`src/alarm_pkg.sv`:
```
// alarm interface card constants: read-command offsets, status bit positions, timing
// assumes a 20 MHz system clock
package alarm_pkg;
  localparam int ADDR_W = 6;
  localparam int DATA_W = 16;
  localparam logic [5:0] OFF_ID_LO = 6'h00;
  localparam logic [5:0] OFF_ID_HI = 6'h01;
  localparam logic [5:0] OFF_STAT_LO = 6'h04;
  localparam logic [5:0] OFF_STAT_HI = 6'h05;
  localparam logic [5:0] CMD_SWMIN_SET = 6'h20;
  localparam logic [5:0] CMD_SWMIN_CLR = 6'h21;
  localparam logic [5:0] CMD_SWMAJ_SET = 6'h22;
  localparam logic [5:0] CMD_SWMAJ_CLR = 6'h23;
  localparam logic [5:0] CMD_SAN_EN = 6'h24;
  localparam logic [5:0] CMD_SAN_DIS = 6'h25;
  localparam logic [5:0] CMD_SAN_NOP = 6'h26;
  localparam logic [5:0] CMD_SAN_CLR = 6'h27;
  localparam logic [5:0] CMD_INH_SET = 6'h28;
  localparam logic [5:0] CMD_INH_CLR = 6'h29;
  localparam logic [5:0] CMD_ACF_SET = 6'h2A;
  localparam logic [5:0] CMD_ACF_CLR = 6'h2B;
  localparam logic [5:0] CMD_LOWB_SET = 6'h2C;
  localparam logic [5:0] CMD_LOWB_CLR = 6'h2D;
  localparam logic [5:0] CMD_EXTMAJ_SET = 6'h2E;
  localparam logic [5:0] CMD_EXTMAJ_CLR = 6'h2F;
  localparam logic [5:0] CMD_EXTMIN_SET = 6'h30;
  localparam logic [5:0] CMD_EXTMIN_CLR = 6'h31;
  localparam logic [5:0] CMD_SEC_SET = 6'h32;
  localparam logic [5:0] CMD_SEC_CLR = 6'h33;
  localparam logic [5:0] CMD_FIRST_SET = 6'h34;
  localparam logic [5:0] CMD_FIRST_CLR = 6'h35;
  localparam logic [5:0] CMD_INT_CLR = 6'h36;
  localparam logic [5:0] CMD_SYS_RESET = 6'h37;
  localparam logic [5:0] CMD_DTR_UART = 6'h3E;
  localparam logic [5:0] CMD_DTR_FORCE = 6'h3F;
  localparam int B_SWMIN = 0;
  localparam int B_SWMAJ = 1;
  localparam int B_SANEN = 2;
  localparam int B_RESTART_N = 3;
  localparam int B_INHIBIT = 4;
  localparam int B_ACFAIL = 5;
  localparam int B_LOWBAT = 6;
  localparam int B_EXTMAJ = 7;
  localparam int B_EXTMIN = 8;
  localparam int B_SECOND = 9;
  localparam int B_FIRST = 10;
  localparam int B_DTR_UART = 15;
  localparam logic [15:0] FLAGS_RESET = 16'h0000;
  localparam int CLK_HZ = 20000000;
  localparam int RESTART_US10 = 1275000;
  localparam int RESTART_CYC = RESTART_US10 / 10 * (CLK_HZ / 1000000);
  localparam int SANITY_CYC_DEF = 40000000;
  localparam int CNT_W = 32;
endpackage

```
`src/alarm_interface_read_command_unit.sv`:
```
// alarm interface card: read-only command decoder, status word, sanity timer, console mux
// assumes host read strobe and address are synchronous to MCLK; external pins are async
//
// Operation
// - only host reads are accepted; the read address selects the action
// - reads at identity offsets return the fixed board identity code
// - reads at status offsets return the 16-bit alarm status word
// - offsets 0x20/0x21 set/clear software minor alarm, bit 00
// - offsets 0x22/0x23 set/clear software major alarm, bit 01
// - offsets 0x24/0x25 enable/disable sanity timer, bit 02
// - 0x27 restarts sanity timer, bit 03 low 127.5 ms; 0x26 does nothing
// - offsets 0x28/0x29 set/clear alarm inhibit, bit 04, blocking the major and minor alarm outputs
// - offsets 0x2A/0x2B force/clear AC failure flag, bit 05
// - offsets 0x2C/0x2D force/clear low battery flag, bit 06
// - offsets 0x2E/0x2F force/clear external major flag, bit 07
// - offsets 0x30/0x31 force/clear external minor flag, bit 08
// - offsets 0x32/0x33 force/clear second-timeout flag, bit 09
// - 0x34 sets bit 10 and interrupt; 0x35 clears bit; 0x36 clears interrupt
// - read at 0x37 drives the bus reset request
// - 0x3E gives DTR to system UART; 0x3F forces DTR, the reset default
// - status bit 15 is 0 when DTR forced, 1 when UART controls
// - status bits 11-14 reserved zero; offsets 0x38-0x3D do nothing
// - bit 09 shows second sanity expiry, bit 10 first expiry interrupt
// - carrier levels steer the console mux; terminal A alone passes only A
// - terminal A has priority; both high B mirrors; both low the console hears only B, neither terminal is sent
// - first expiry interrupts and latches bit 10; second: major, bit 09, reset
// - low battery with AC failure set interrupts and raises major alarm
// - software alarms drive alarm outputs and status, nothing else
`timescale 1ns/10ps
`default_nettype none
module alarm_interface_read_command_unit
  import alarm_pkg::*;
#(
  parameter int SANITY_CYC = SANITY_CYC_DEF,
  parameter int RESTART_CYCLES = RESTART_CYC,
  parameter logic [15:0] BOARD_IDENTITY = 16'h5A3C // arbitrary identity value
)(
  input wire logic MCLK,
  input wire logic RST_N,
  input wire logic RD_STB,
  input wire logic [5:0] RD_ADDR,
  output logic [15:0] RD_DATA,
  output logic HOST_INTERRUPT_N,
  output logic RESET_REQUEST_N,
  output logic MAJOR_ALARM,
  output logic MINOR_ALARM,
  input wire logic AC_FAIL_N,
  input wire logic LOW_BATTERY_N,
  input wire logic EXT_MAJOR_N,
  input wire logic EXT_MINOR_N,
  input wire logic TERMINAL_A_CARRIER,
  input wire logic TERMINAL_B_CARRIER,
  input wire logic CONSOLE_TXD,
  output logic CONSOLE_RXD,
  input wire logic UART_DTR,
  output logic REMOTE_TERMINAL_A_TXD,
  input wire logic REMOTE_TERMINAL_A_RXD,
  output logic REMOTE_TERMINAL_B_TXD,
  input wire logic REMOTE_TERMINAL_B_RXD,
  output logic REMOTE_TERMINAL_A_DTR,
  output logic REMOTE_TERMINAL_B_DTR
);

  ////////////////////////////////////////////////////////////////////////////
  // command decode

  function automatic logic hit(input logic stb, input logic [5:0] a, input logic [5:0] c);
    hit = stb && (a == c);
  endfunction

  // the bus has no write path, so every access is a read; the address is the command
  logic [5:0] cmd;
  assign cmd = RD_ADDR;
  wire swmin_set = hit(RD_STB, cmd, CMD_SWMIN_SET);
  wire swmin_clr = hit(RD_STB, cmd, CMD_SWMIN_CLR);
  wire swmaj_set = hit(RD_STB, cmd, CMD_SWMAJ_SET);
  wire swmaj_clr = hit(RD_STB, cmd, CMD_SWMAJ_CLR);
  wire san_en = hit(RD_STB, cmd, CMD_SAN_EN);
  wire san_dis = hit(RD_STB, cmd, CMD_SAN_DIS);
  wire san_clr = hit(RD_STB, cmd, CMD_SAN_CLR);
  wire inh_set = hit(RD_STB, cmd, CMD_INH_SET);
  wire inh_clr = hit(RD_STB, cmd, CMD_INH_CLR);
  wire acf_set = hit(RD_STB, cmd, CMD_ACF_SET);
  wire acf_clr = hit(RD_STB, cmd, CMD_ACF_CLR);
  wire lowb_set = hit(RD_STB, cmd, CMD_LOWB_SET);
  wire lowb_clr = hit(RD_STB, cmd, CMD_LOWB_CLR);
  wire emaj_set = hit(RD_STB, cmd, CMD_EXTMAJ_SET);
  wire emaj_clr = hit(RD_STB, cmd, CMD_EXTMAJ_CLR);
  wire emin_set = hit(RD_STB, cmd, CMD_EXTMIN_SET);
  wire emin_clr = hit(RD_STB, cmd, CMD_EXTMIN_CLR);
  wire sec_set = hit(RD_STB, cmd, CMD_SEC_SET);
  wire sec_clr = hit(RD_STB, cmd, CMD_SEC_CLR);
  wire first_set = hit(RD_STB, cmd, CMD_FIRST_SET);
  wire first_clr = hit(RD_STB, cmd, CMD_FIRST_CLR);
  wire int_clr = hit(RD_STB, cmd, CMD_INT_CLR);
  wire sys_rst = hit(RD_STB, cmd, CMD_SYS_RESET);
  wire dtr_uart = hit(RD_STB, cmd, CMD_DTR_UART);
  wire dtr_force = hit(RD_STB, cmd, CMD_DTR_FORCE);

  ////////////////////////////////////////////////////////////////////////////
  // input synchronisers for the external closures (active low)

  logic [3:0] ext_s1_reg;
  logic [3:0] ext_s2_reg;
  logic [3:0] ext_d_reg;
  always_ff @(posedge MCLK or negedge RST_N)
  begin
    if (!RST_N)
    begin
      ext_s1_reg <= 4'hF;
      ext_s2_reg <= 4'hF;
      ext_d_reg <= 4'hF;
    end
    else
    begin
      ext_s1_reg <= {EXT_MINOR_N, EXT_MAJOR_N, LOW_BATTERY_N, AC_FAIL_N};
      ext_s2_reg <= ext_s1_reg;
      ext_d_reg <= ext_s2_reg;
    end
  end
  // closures latch on the falling edge so a held contact can still be cleared
  wire [3:0] ext_fall = ext_d_reg & ~ext_s2_reg;
  wire acf_ev = ext_fall[0];
  wire lowb_ev = ext_fall[1];
  wire emaj_ev = ext_fall[2];
  wire emin_ev = ext_fall[3];

  ////////////////////////////////////////////////////////////////////////////
  // sanity timer: counts while enabled, restart reloads; two expiries

  logic [CNT_W-1:0] san_cnt_reg;
  logic [CNT_W-1:0] san_cnt_next;
  logic san_seen_first_reg;
  logic [CNT_W-1:0] rst_cnt_reg;
  logic sanen_reg;
  wire san_expire = sanen_reg && (san_cnt_reg == CNT_W'(SANITY_CYC - 1));
  wire exp1 = san_expire && !san_seen_first_reg;
  wire exp2 = san_expire && san_seen_first_reg;
  always_comb
  begin
    if (!sanen_reg || san_clr || san_expire)
      san_cnt_next = '0;
    else
      san_cnt_next = san_cnt_reg + CNT_W'(1);
  end
  always_ff @(posedge MCLK or negedge RST_N)
  begin
    if (!RST_N)
    begin
      san_cnt_reg <= '0;
      san_seen_first_reg <= 1'b0;
      rst_cnt_reg <= '0;
    end
    else
    begin
      san_cnt_reg <= san_cnt_next;
      if (san_clr || !sanen_reg)
        san_seen_first_reg <= 1'b0;
      else if (exp1)
        san_seen_first_reg <= 1'b1;
      if (san_clr)
        rst_cnt_reg <= CNT_W'(RESTART_CYCLES);
      else if (rst_cnt_reg != '0)
        rst_cnt_reg <= rst_cnt_reg - CNT_W'(1);
    end
  end
  wire restart_n = (rst_cnt_reg == '0);

  ////////////////////////////////////////////////////////////////////////////
  // status flags: hardware set wins over a clearing read

  logic swmin_reg, swmaj_reg, inh_reg, acf_reg, lowb_reg, emaj_reg, emin_reg;
  logic sec_reg, first_reg, int_reg, dtr_uart_reg, rqrst_reg, crit_major_reg;
  // low battery with AC failure already latched interrupts and raises the major alarm, with no reset request
  wire lowb_crit = lowb_ev && acf_reg;
  always_ff @(posedge MCLK or negedge RST_N)
  begin
    if (!RST_N)
    begin
      swmin_reg <= 1'b0;
      swmaj_reg <= 1'b0;
      sanen_reg <= 1'b0;
      inh_reg <= 1'b0;
      acf_reg <= 1'b0;
      lowb_reg <= 1'b0;
      emaj_reg <= 1'b0;
      emin_reg <= 1'b0;
      sec_reg <= 1'b0;
      first_reg <= 1'b0;
      int_reg <= 1'b0;
      dtr_uart_reg <= 1'b0;
      rqrst_reg <= 1'b0;
      crit_major_reg <= 1'b0;
    end
    else
    begin
      swmin_reg <= swmin_set | (swmin_reg & ~swmin_clr);
      swmaj_reg <= swmaj_set | (swmaj_reg & ~swmaj_clr);
      sanen_reg <= san_en | (sanen_reg & ~san_dis);
      inh_reg <= inh_set | (inh_reg & ~inh_clr);
      acf_reg <= acf_set | acf_ev | (acf_reg & ~acf_clr);
      lowb_reg <= lowb_set | lowb_ev | (lowb_reg & ~lowb_clr);
      emaj_reg <= emaj_set | emaj_ev | (emaj_reg & ~emaj_clr);
      emin_reg <= emin_set | emin_ev | (emin_reg & ~emin_clr);
      sec_reg <= sec_set | exp2 | (sec_reg & ~sec_clr);
      first_reg <= first_set | exp1 | (first_reg & ~first_clr);
      int_reg <= first_set | exp1 | lowb_crit | (int_reg & ~int_clr);
      // crit major is set only by low battery with AC failure latched, and drops on the low-battery clear read
      crit_major_reg <= lowb_crit | (crit_major_reg & ~lowb_clr);
      if (dtr_uart)
        dtr_uart_reg <= 1'b1;
      else if (dtr_force)
        dtr_uart_reg <= 1'b0;
      // unlatched request: one cycle for the command or the second expiry
      rqrst_reg <= sys_rst | exp2;
    end
  end

  ////////////////////////////////////////////////////////////////////////////
  // status word and read data

  logic [15:0] status;
  assign status = {dtr_uart_reg, 4'h0, first_reg, sec_reg, emin_reg, emaj_reg, lowb_reg, acf_reg,
                   inh_reg, restart_n, sanen_reg, swmaj_reg, swmin_reg};
  wire rd_id = RD_STB && (cmd == OFF_ID_LO || cmd == OFF_ID_HI);
  wire rd_stat = RD_STB && (cmd == OFF_STAT_LO || cmd == OFF_STAT_HI);
  always_ff @(posedge MCLK or negedge RST_N)
  begin
    if (!RST_N)
      RD_DATA <= 16'h0000;
    else if (rd_id)
      RD_DATA <= BOARD_IDENTITY;
    else if (rd_stat)
      RD_DATA <= status;
    else if (RD_STB)
      RD_DATA <= 16'h0000;
  end

  ////////////////////////////////////////////////////////////////////////////
  // alarm outputs

  logic major_reg, minor_reg;
  always_ff @(posedge MCLK or negedge RST_N)
  begin
    if (!RST_N)
    begin
      major_reg <= 1'b0;
      minor_reg <= 1'b0;
    end
    else
    begin
      major_reg <= ~inh_reg & (swmaj_reg | sec_reg | emaj_reg | crit_major_reg);
      minor_reg <= ~inh_reg & (swmin_reg | acf_reg | emin_reg);
    end
  end
  assign MAJOR_ALARM = major_reg;
  assign MINOR_ALARM = minor_reg;
  assign HOST_INTERRUPT_N = ~int_reg;
  assign RESET_REQUEST_N = ~rqrst_reg;

  ////////////////////////////////////////////////////////////////////////////
  // console multiplexer: plain wiring, the serial lines are not resampled

  assign REMOTE_TERMINAL_A_DTR = dtr_uart_reg ? UART_DTR : 1'b1;
  assign REMOTE_TERMINAL_B_DTR = dtr_uart_reg ? UART_DTR : 1'b1;
  // a terminal whose carrier is down sees an idle mark line
  assign REMOTE_TERMINAL_A_TXD = TERMINAL_A_CARRIER ? CONSOLE_TXD : 1'b1;
  // terminal B is sent the console transmit line whenever its own carrier is up
  assign REMOTE_TERMINAL_B_TXD = TERMINAL_B_CARRIER ? CONSOLE_TXD : 1'b1;
  // with both carriers down the console still listens to terminal B
  assign CONSOLE_RXD = TERMINAL_A_CARRIER ? REMOTE_TERMINAL_A_RXD : REMOTE_TERMINAL_B_RXD;
endmodule
`default_nettype wire

```
`config.mk`:
```
export PLATFORM = sky130hd
export DESIGN_NAME = alarm_interface_read_command_unit
export DESIGN_NICKNAME = d
export VERILOG_FILES = /design/src/alarm_pkg.sv /design/src/alarm_interface_read_command_unit.sv
export SDC_FILE = /design/constraint.sdc
export NUM_CORES = 1
export LEC_CHECK = 0
export BUFFER_PORTS_ARGS = -buffer_cell sky130_fd_sc_hd__buf_2
export CAP_MARGIN = 30
export CORE_ASPECT_RATIO = 0.9
export CORE_MARGIN = 10
export CORE_UTILIZATION = 60
export DETAILED_ROUTE_END_ITERATION = 10
export GPL_TIMING_DRIVEN = 0
export PLACE_DENSITY = 0.8
export SETUP_SLACK_MARGIN = 0.1
export SLEW_MARGIN = 15
export SYNTH_ARGS = -nofsm -noshare
export SYNTH_HDL_FRONTEND = slang
export SYNTH_SLANG_ARGS = --single-unit
```
`constraint.sdc`:
```
create_clock -name MCLK -period 2.7 [get_ports MCLK]
set_clock_uncertainty 0.1 [all_clocks]
set_input_delay 0.54 -clock MCLK [delete_from_list [all_inputs] [get_ports MCLK]]
set_output_delay 0.54 -clock MCLK [all_outputs]
set_load 0.01 [all_outputs]
```
==> results.py <==
metrics = {
    "clock_network": {
        "cts_buffers": 9,
        "tritoncts": "done",
        "clock_path_buffers": 2,
        "cts_sinks": 106,
        "clockRootBuffer": "clkbuf_8",
        "worstSkewPairLatency_ns": 0.38,
        "htreeDepth": 3,
        "clkTransAtPathRegs_ns": 0.10,
    },
    "worst_setup_path": {
        "cp-start-kind": "register",
        "r2r_start": "rst_cnt_reg[28]$_DFFE_PN0P_",
        "endpoint_kind": "register",
        "ff2ff_path_depth": 5,
        "critPathMaxFanout": 9,
        "r2r-end": "rst_cnt_reg[1]$_DFFE_PN0P_",
        "crit_start": "rst_cnt_reg[28]$_DFFE_PN0P_",
        "setup.worst_path.class": "reg -> reg",
        "reg2reg_slack_ns": 0.29,
        "arrival_ns": 2.55,
        "crit_required_ns": 2.84,
    },
    "synthesis": {
        "yosys.area_share.simple_pct": 25.9,
        "synthMuxAreaShare_pct": 1.27,
        "ys_seq_area_share_pct": 52.1,
        "synthFlopType": "dfrtp_1",
        "synth_area_sq_um": 5120,
        "synth.avg_cell_area_sq_um": 10.2,
        "async_flop_share_pct": 100,
        "synth_top_family_by_area": "simple AND/OR/NAND/NOR gates",
        "yosys_register_bits": 106,
        "yosysUniqueCellTypes": 56,
        "synthesis.nets": 524,
        "synth-edff-count": 0,
        "synth-xor-area-share_pct": 7.18,
        "ys_warn_count": 0,
        "synth_fa_ha_area_share_pct": 0.488,
        "synthCells": 503,
        "synth_compound_area_share_pct": 8.84,
    },
    "sta": {
        "setup_viol": 0,
        "fin_crit_ns": 2.41,
        "drv_slew": 0,
        "rsz0062_at_grt": "false",
        "max_slew_margin_pct": 50.5,
        "finalHoldViolations": 0,
        "worst_slew_pin_slew_ns": 0.737,
        "fmax_ghz": 0.414,
        "finalCritPeriodShare_pct": 89.4,
    },
    "floorplanning": {
        "fp.dieH_um": 108,
        "row_count": 31,
        "top_level_ports": 44,
        "dieArea_sq_um": 12600,
        "core_sq_um": 8180,
        "die_w_um": 117,
        "initial_core_util_pct": 62.6,
    },
    "run": {
        "drv_cap": 0,
    },
    "placement": {
        "place.gp.congestion": 0.891,
        "portBuffers": 40,
        "dp_hpwl_um": 7600,
        "dp.cells": 659,
    },
    "route": {
        "drc": 0,
        "via_per_inst": 5.84,
        "dr.pass1.iters": 5,
        "drt_wl_total_um": 10900,
        "wl_per_cell_um": 16.1,
        "first_iter_violations": 298,
        "vias": 3959,
        "ant_nets": 0,
    },
    "global_route": {
        "grt_usage_pct": 17.9,
        "antenna_found_initial": 0,
        "grt_pass1_wl_um": 18800,
        "grt_pass1_vias": 3942,
        "grt_max_degree": 77,
        "grt-ovfl-total": 0,
    },
    "final_layout": {
        "fin_cells": 678,
        "area_growth_pct": 12.8,
        "final_layout_size_suffix_gt1_share_pct": 18.8,
        "fin_nets": 579,
        "diodes": 0,
    },
    "power": {
        "netSwitchingFraction_pct": 27.7,
        "power_w": 0.00353,
        "pwr-share-clk_pct": 30.9,
        "p_per_area_nw_per_um2": 610,
        "intPower_w": 0.00255,
        "leakage_nw": 2.31,
        "peakVddDrop_mv": 0.378,
        "p_seq_share_pct": 54.7,
        "p_comb_share_pct": 14.4,
        "net-switching-power_w": 0.000979,
    },
    "hold_path": {
        "hold_path_depth": 1,
        "holdPathEnd": "ext_s1_reg[0]$_DFF_PN1_",
        "hp-class": "in -> reg",
        "holdCritStartpoint": "AC_FAIL_N",
    },
    "run_status": {
        "outcome": "completed",
    },
}
## placed cells by master, fill, tap and decap left out, drive strengths merged, types with 3 or more instances in the layout
cell type,n
a21oi,14
and3,7
and4,5
buf,53
clkbuf,26
dfrtp,94
dfstp,12
inv,25
mux2,4
nand2,32
nand2b,5
nand3,23
nand3b,4
nand4,12
nand4b,3
nor2,57
nor3,19
nor3b,3
nor4,21
nor4b,4
o211ai,4
o21ai,26
o22ai,6
o31ai,11
o41ai,3
or3,12
or4,11
or4b,3
xnor2,25
xor2,17
## how the worst max path moves through the flow
stage	endpoint	slack [ns]	depth (start not counted)
after CTS	rst_cnt_reg[9]$_DFFE_PN0P_	0.24	7
after detailed placement	rst_cnt_reg[31]$_DFFE_PN0P_	0.007	5
after global placement	san_cnt_reg[13]$_DFF_PN0_	-0.10	1
final	rst_cnt_reg[1]$_DFFE_PN0P_	0.29	5
after global routing	rst_cnt_reg[10]$_DFFE_PN0P_	0.08	5
after floorplan	rst_cnt_reg[14]$_DFFE_PN0P_	0.51	7
## logic make-up (layout without fill, tap and decap cells)
kind of cell	after synthesis	in the layout
AND/OR/NAND/NOR	227	227
flip-flops	106	106
AO/OA/AOI/OAI	70	70
buffers and inverters	49	109
XOR/XNOR	42	42
multiplexers	6	6
adder cells (fa/ha/maj)	2	2
other	1	1
## layer usage
| layer | global-route usage, % | part of all wire [%] | vias to the layer above | wire (um) |
|---|---|---|---|---|
| li1 | - | - | 1897 | - |
| met1 | 22.6 | 45 | 1925 | 4880 |
| met2 | 28.8 | 48 | 124 | 5200 |
| met3 | 6.03 | 6.4 | 13 | 704 |
| met4 | 4.82 | 1.2 | 0 | 133 |
| met5 | 0 | 0 | - | 0 |
## cell type report
| type | count | area [sq um] |
|---|---|---|
| flip-flops and latches | 106 | 2670 |
| fillers | 585 | 2400 |
| multi-input cells | 348 | 2270 |
| repair buffers | 44 | 259 |
| clock buffers | 12 | 155 |
| well taps | 115 | 144 |
| plain buffers | 24 | 119 |
| inverters | 25 | 93.8 |
| clock inverters | 4 | 73.8 |
## cell usage after synthesis (all sizes together), types with 4 or more instances
master | count | area (sq um)
or4 | 11 | 90.1
dfrtp | 94 | 2350
xor2 | 17 | 149
nand3 | 23 | 115
o22ai | 6 | 37.5
inv | 25 | 93.8
nand2b | 5 | 31.3
nor2 | 57 | 214
nand4 | 12 | 90.1
o21ai | 26 | 130
clkbuf | 14 | 52.6
xnor2 | 25 | 219
nor4b | 4 | 35.0
a21oi | 14 | 70.1
mux2 | 4 | 45.0
nand2 | 32 | 120
nor4 | 21 | 189
and4 | 5 | 43.8
nor3 | 19 | 110
or3 | 12 | 75.1
buf | 10 | 66.3
and3 | 7 | 43.8
nand3b | 4 | 42.5
o31ai | 11 | 101
o211ai | 4 | 30.0
dfstp | 12 | 315
## metrics by stage
stage	instance area, sq um	setup slack [ns]	util [%]	hold slack (ns)	setup TNS [ns]
floorplan	5120	0.510	-	0.144	0
global placement	5470	-0.100	66.8	0.246	-8.59
detailed placement	5500	0.00703	67.2	0.247	0
CTS	5750	0.237	70.2	0.145	0
global route	5780	0.0833	70.6	0.127	0
finish	5780	0.287	70.6	0.156	0
## power groups by stage
| stage | sequential, W | combinational (W) | clock, W |
|---|---|---|---|
| final | 0.00193 | 0.000508 | 0.00109 |
| after global routing | 0.00196 | 0.000576 | 0.00118 |
| after CTS | 0.00193 | 0.000484 | 0.00111 |
| after detailed placement | 0.00195 | 0.000478 | 0 |
| after global placement | 0.00194 | 0.000448 | 0 |
| after floorplan | 0.00192 | 0.000335 | 0 |
## worst max-delay path, cell delays in order (launching register included)
cell	delay (ns)
dfrtp_1	0.41
nor3_1	0.57
nand4_4	0.30
or4_4	0.65
nor2_1	0.17
a211oi_2	0.07
## repair_timing
item | CTS | global route
hold buffers | 1 | 0
pin swaps | 0 | 1
hold endpoints to repair | 30 | 0
endpoints found under the setup margin | 10 | 37
setup buffers | 0 | 2
gates resized for setup | 1 | 3
Note: power is estimated with default switching activity, not from simulation.
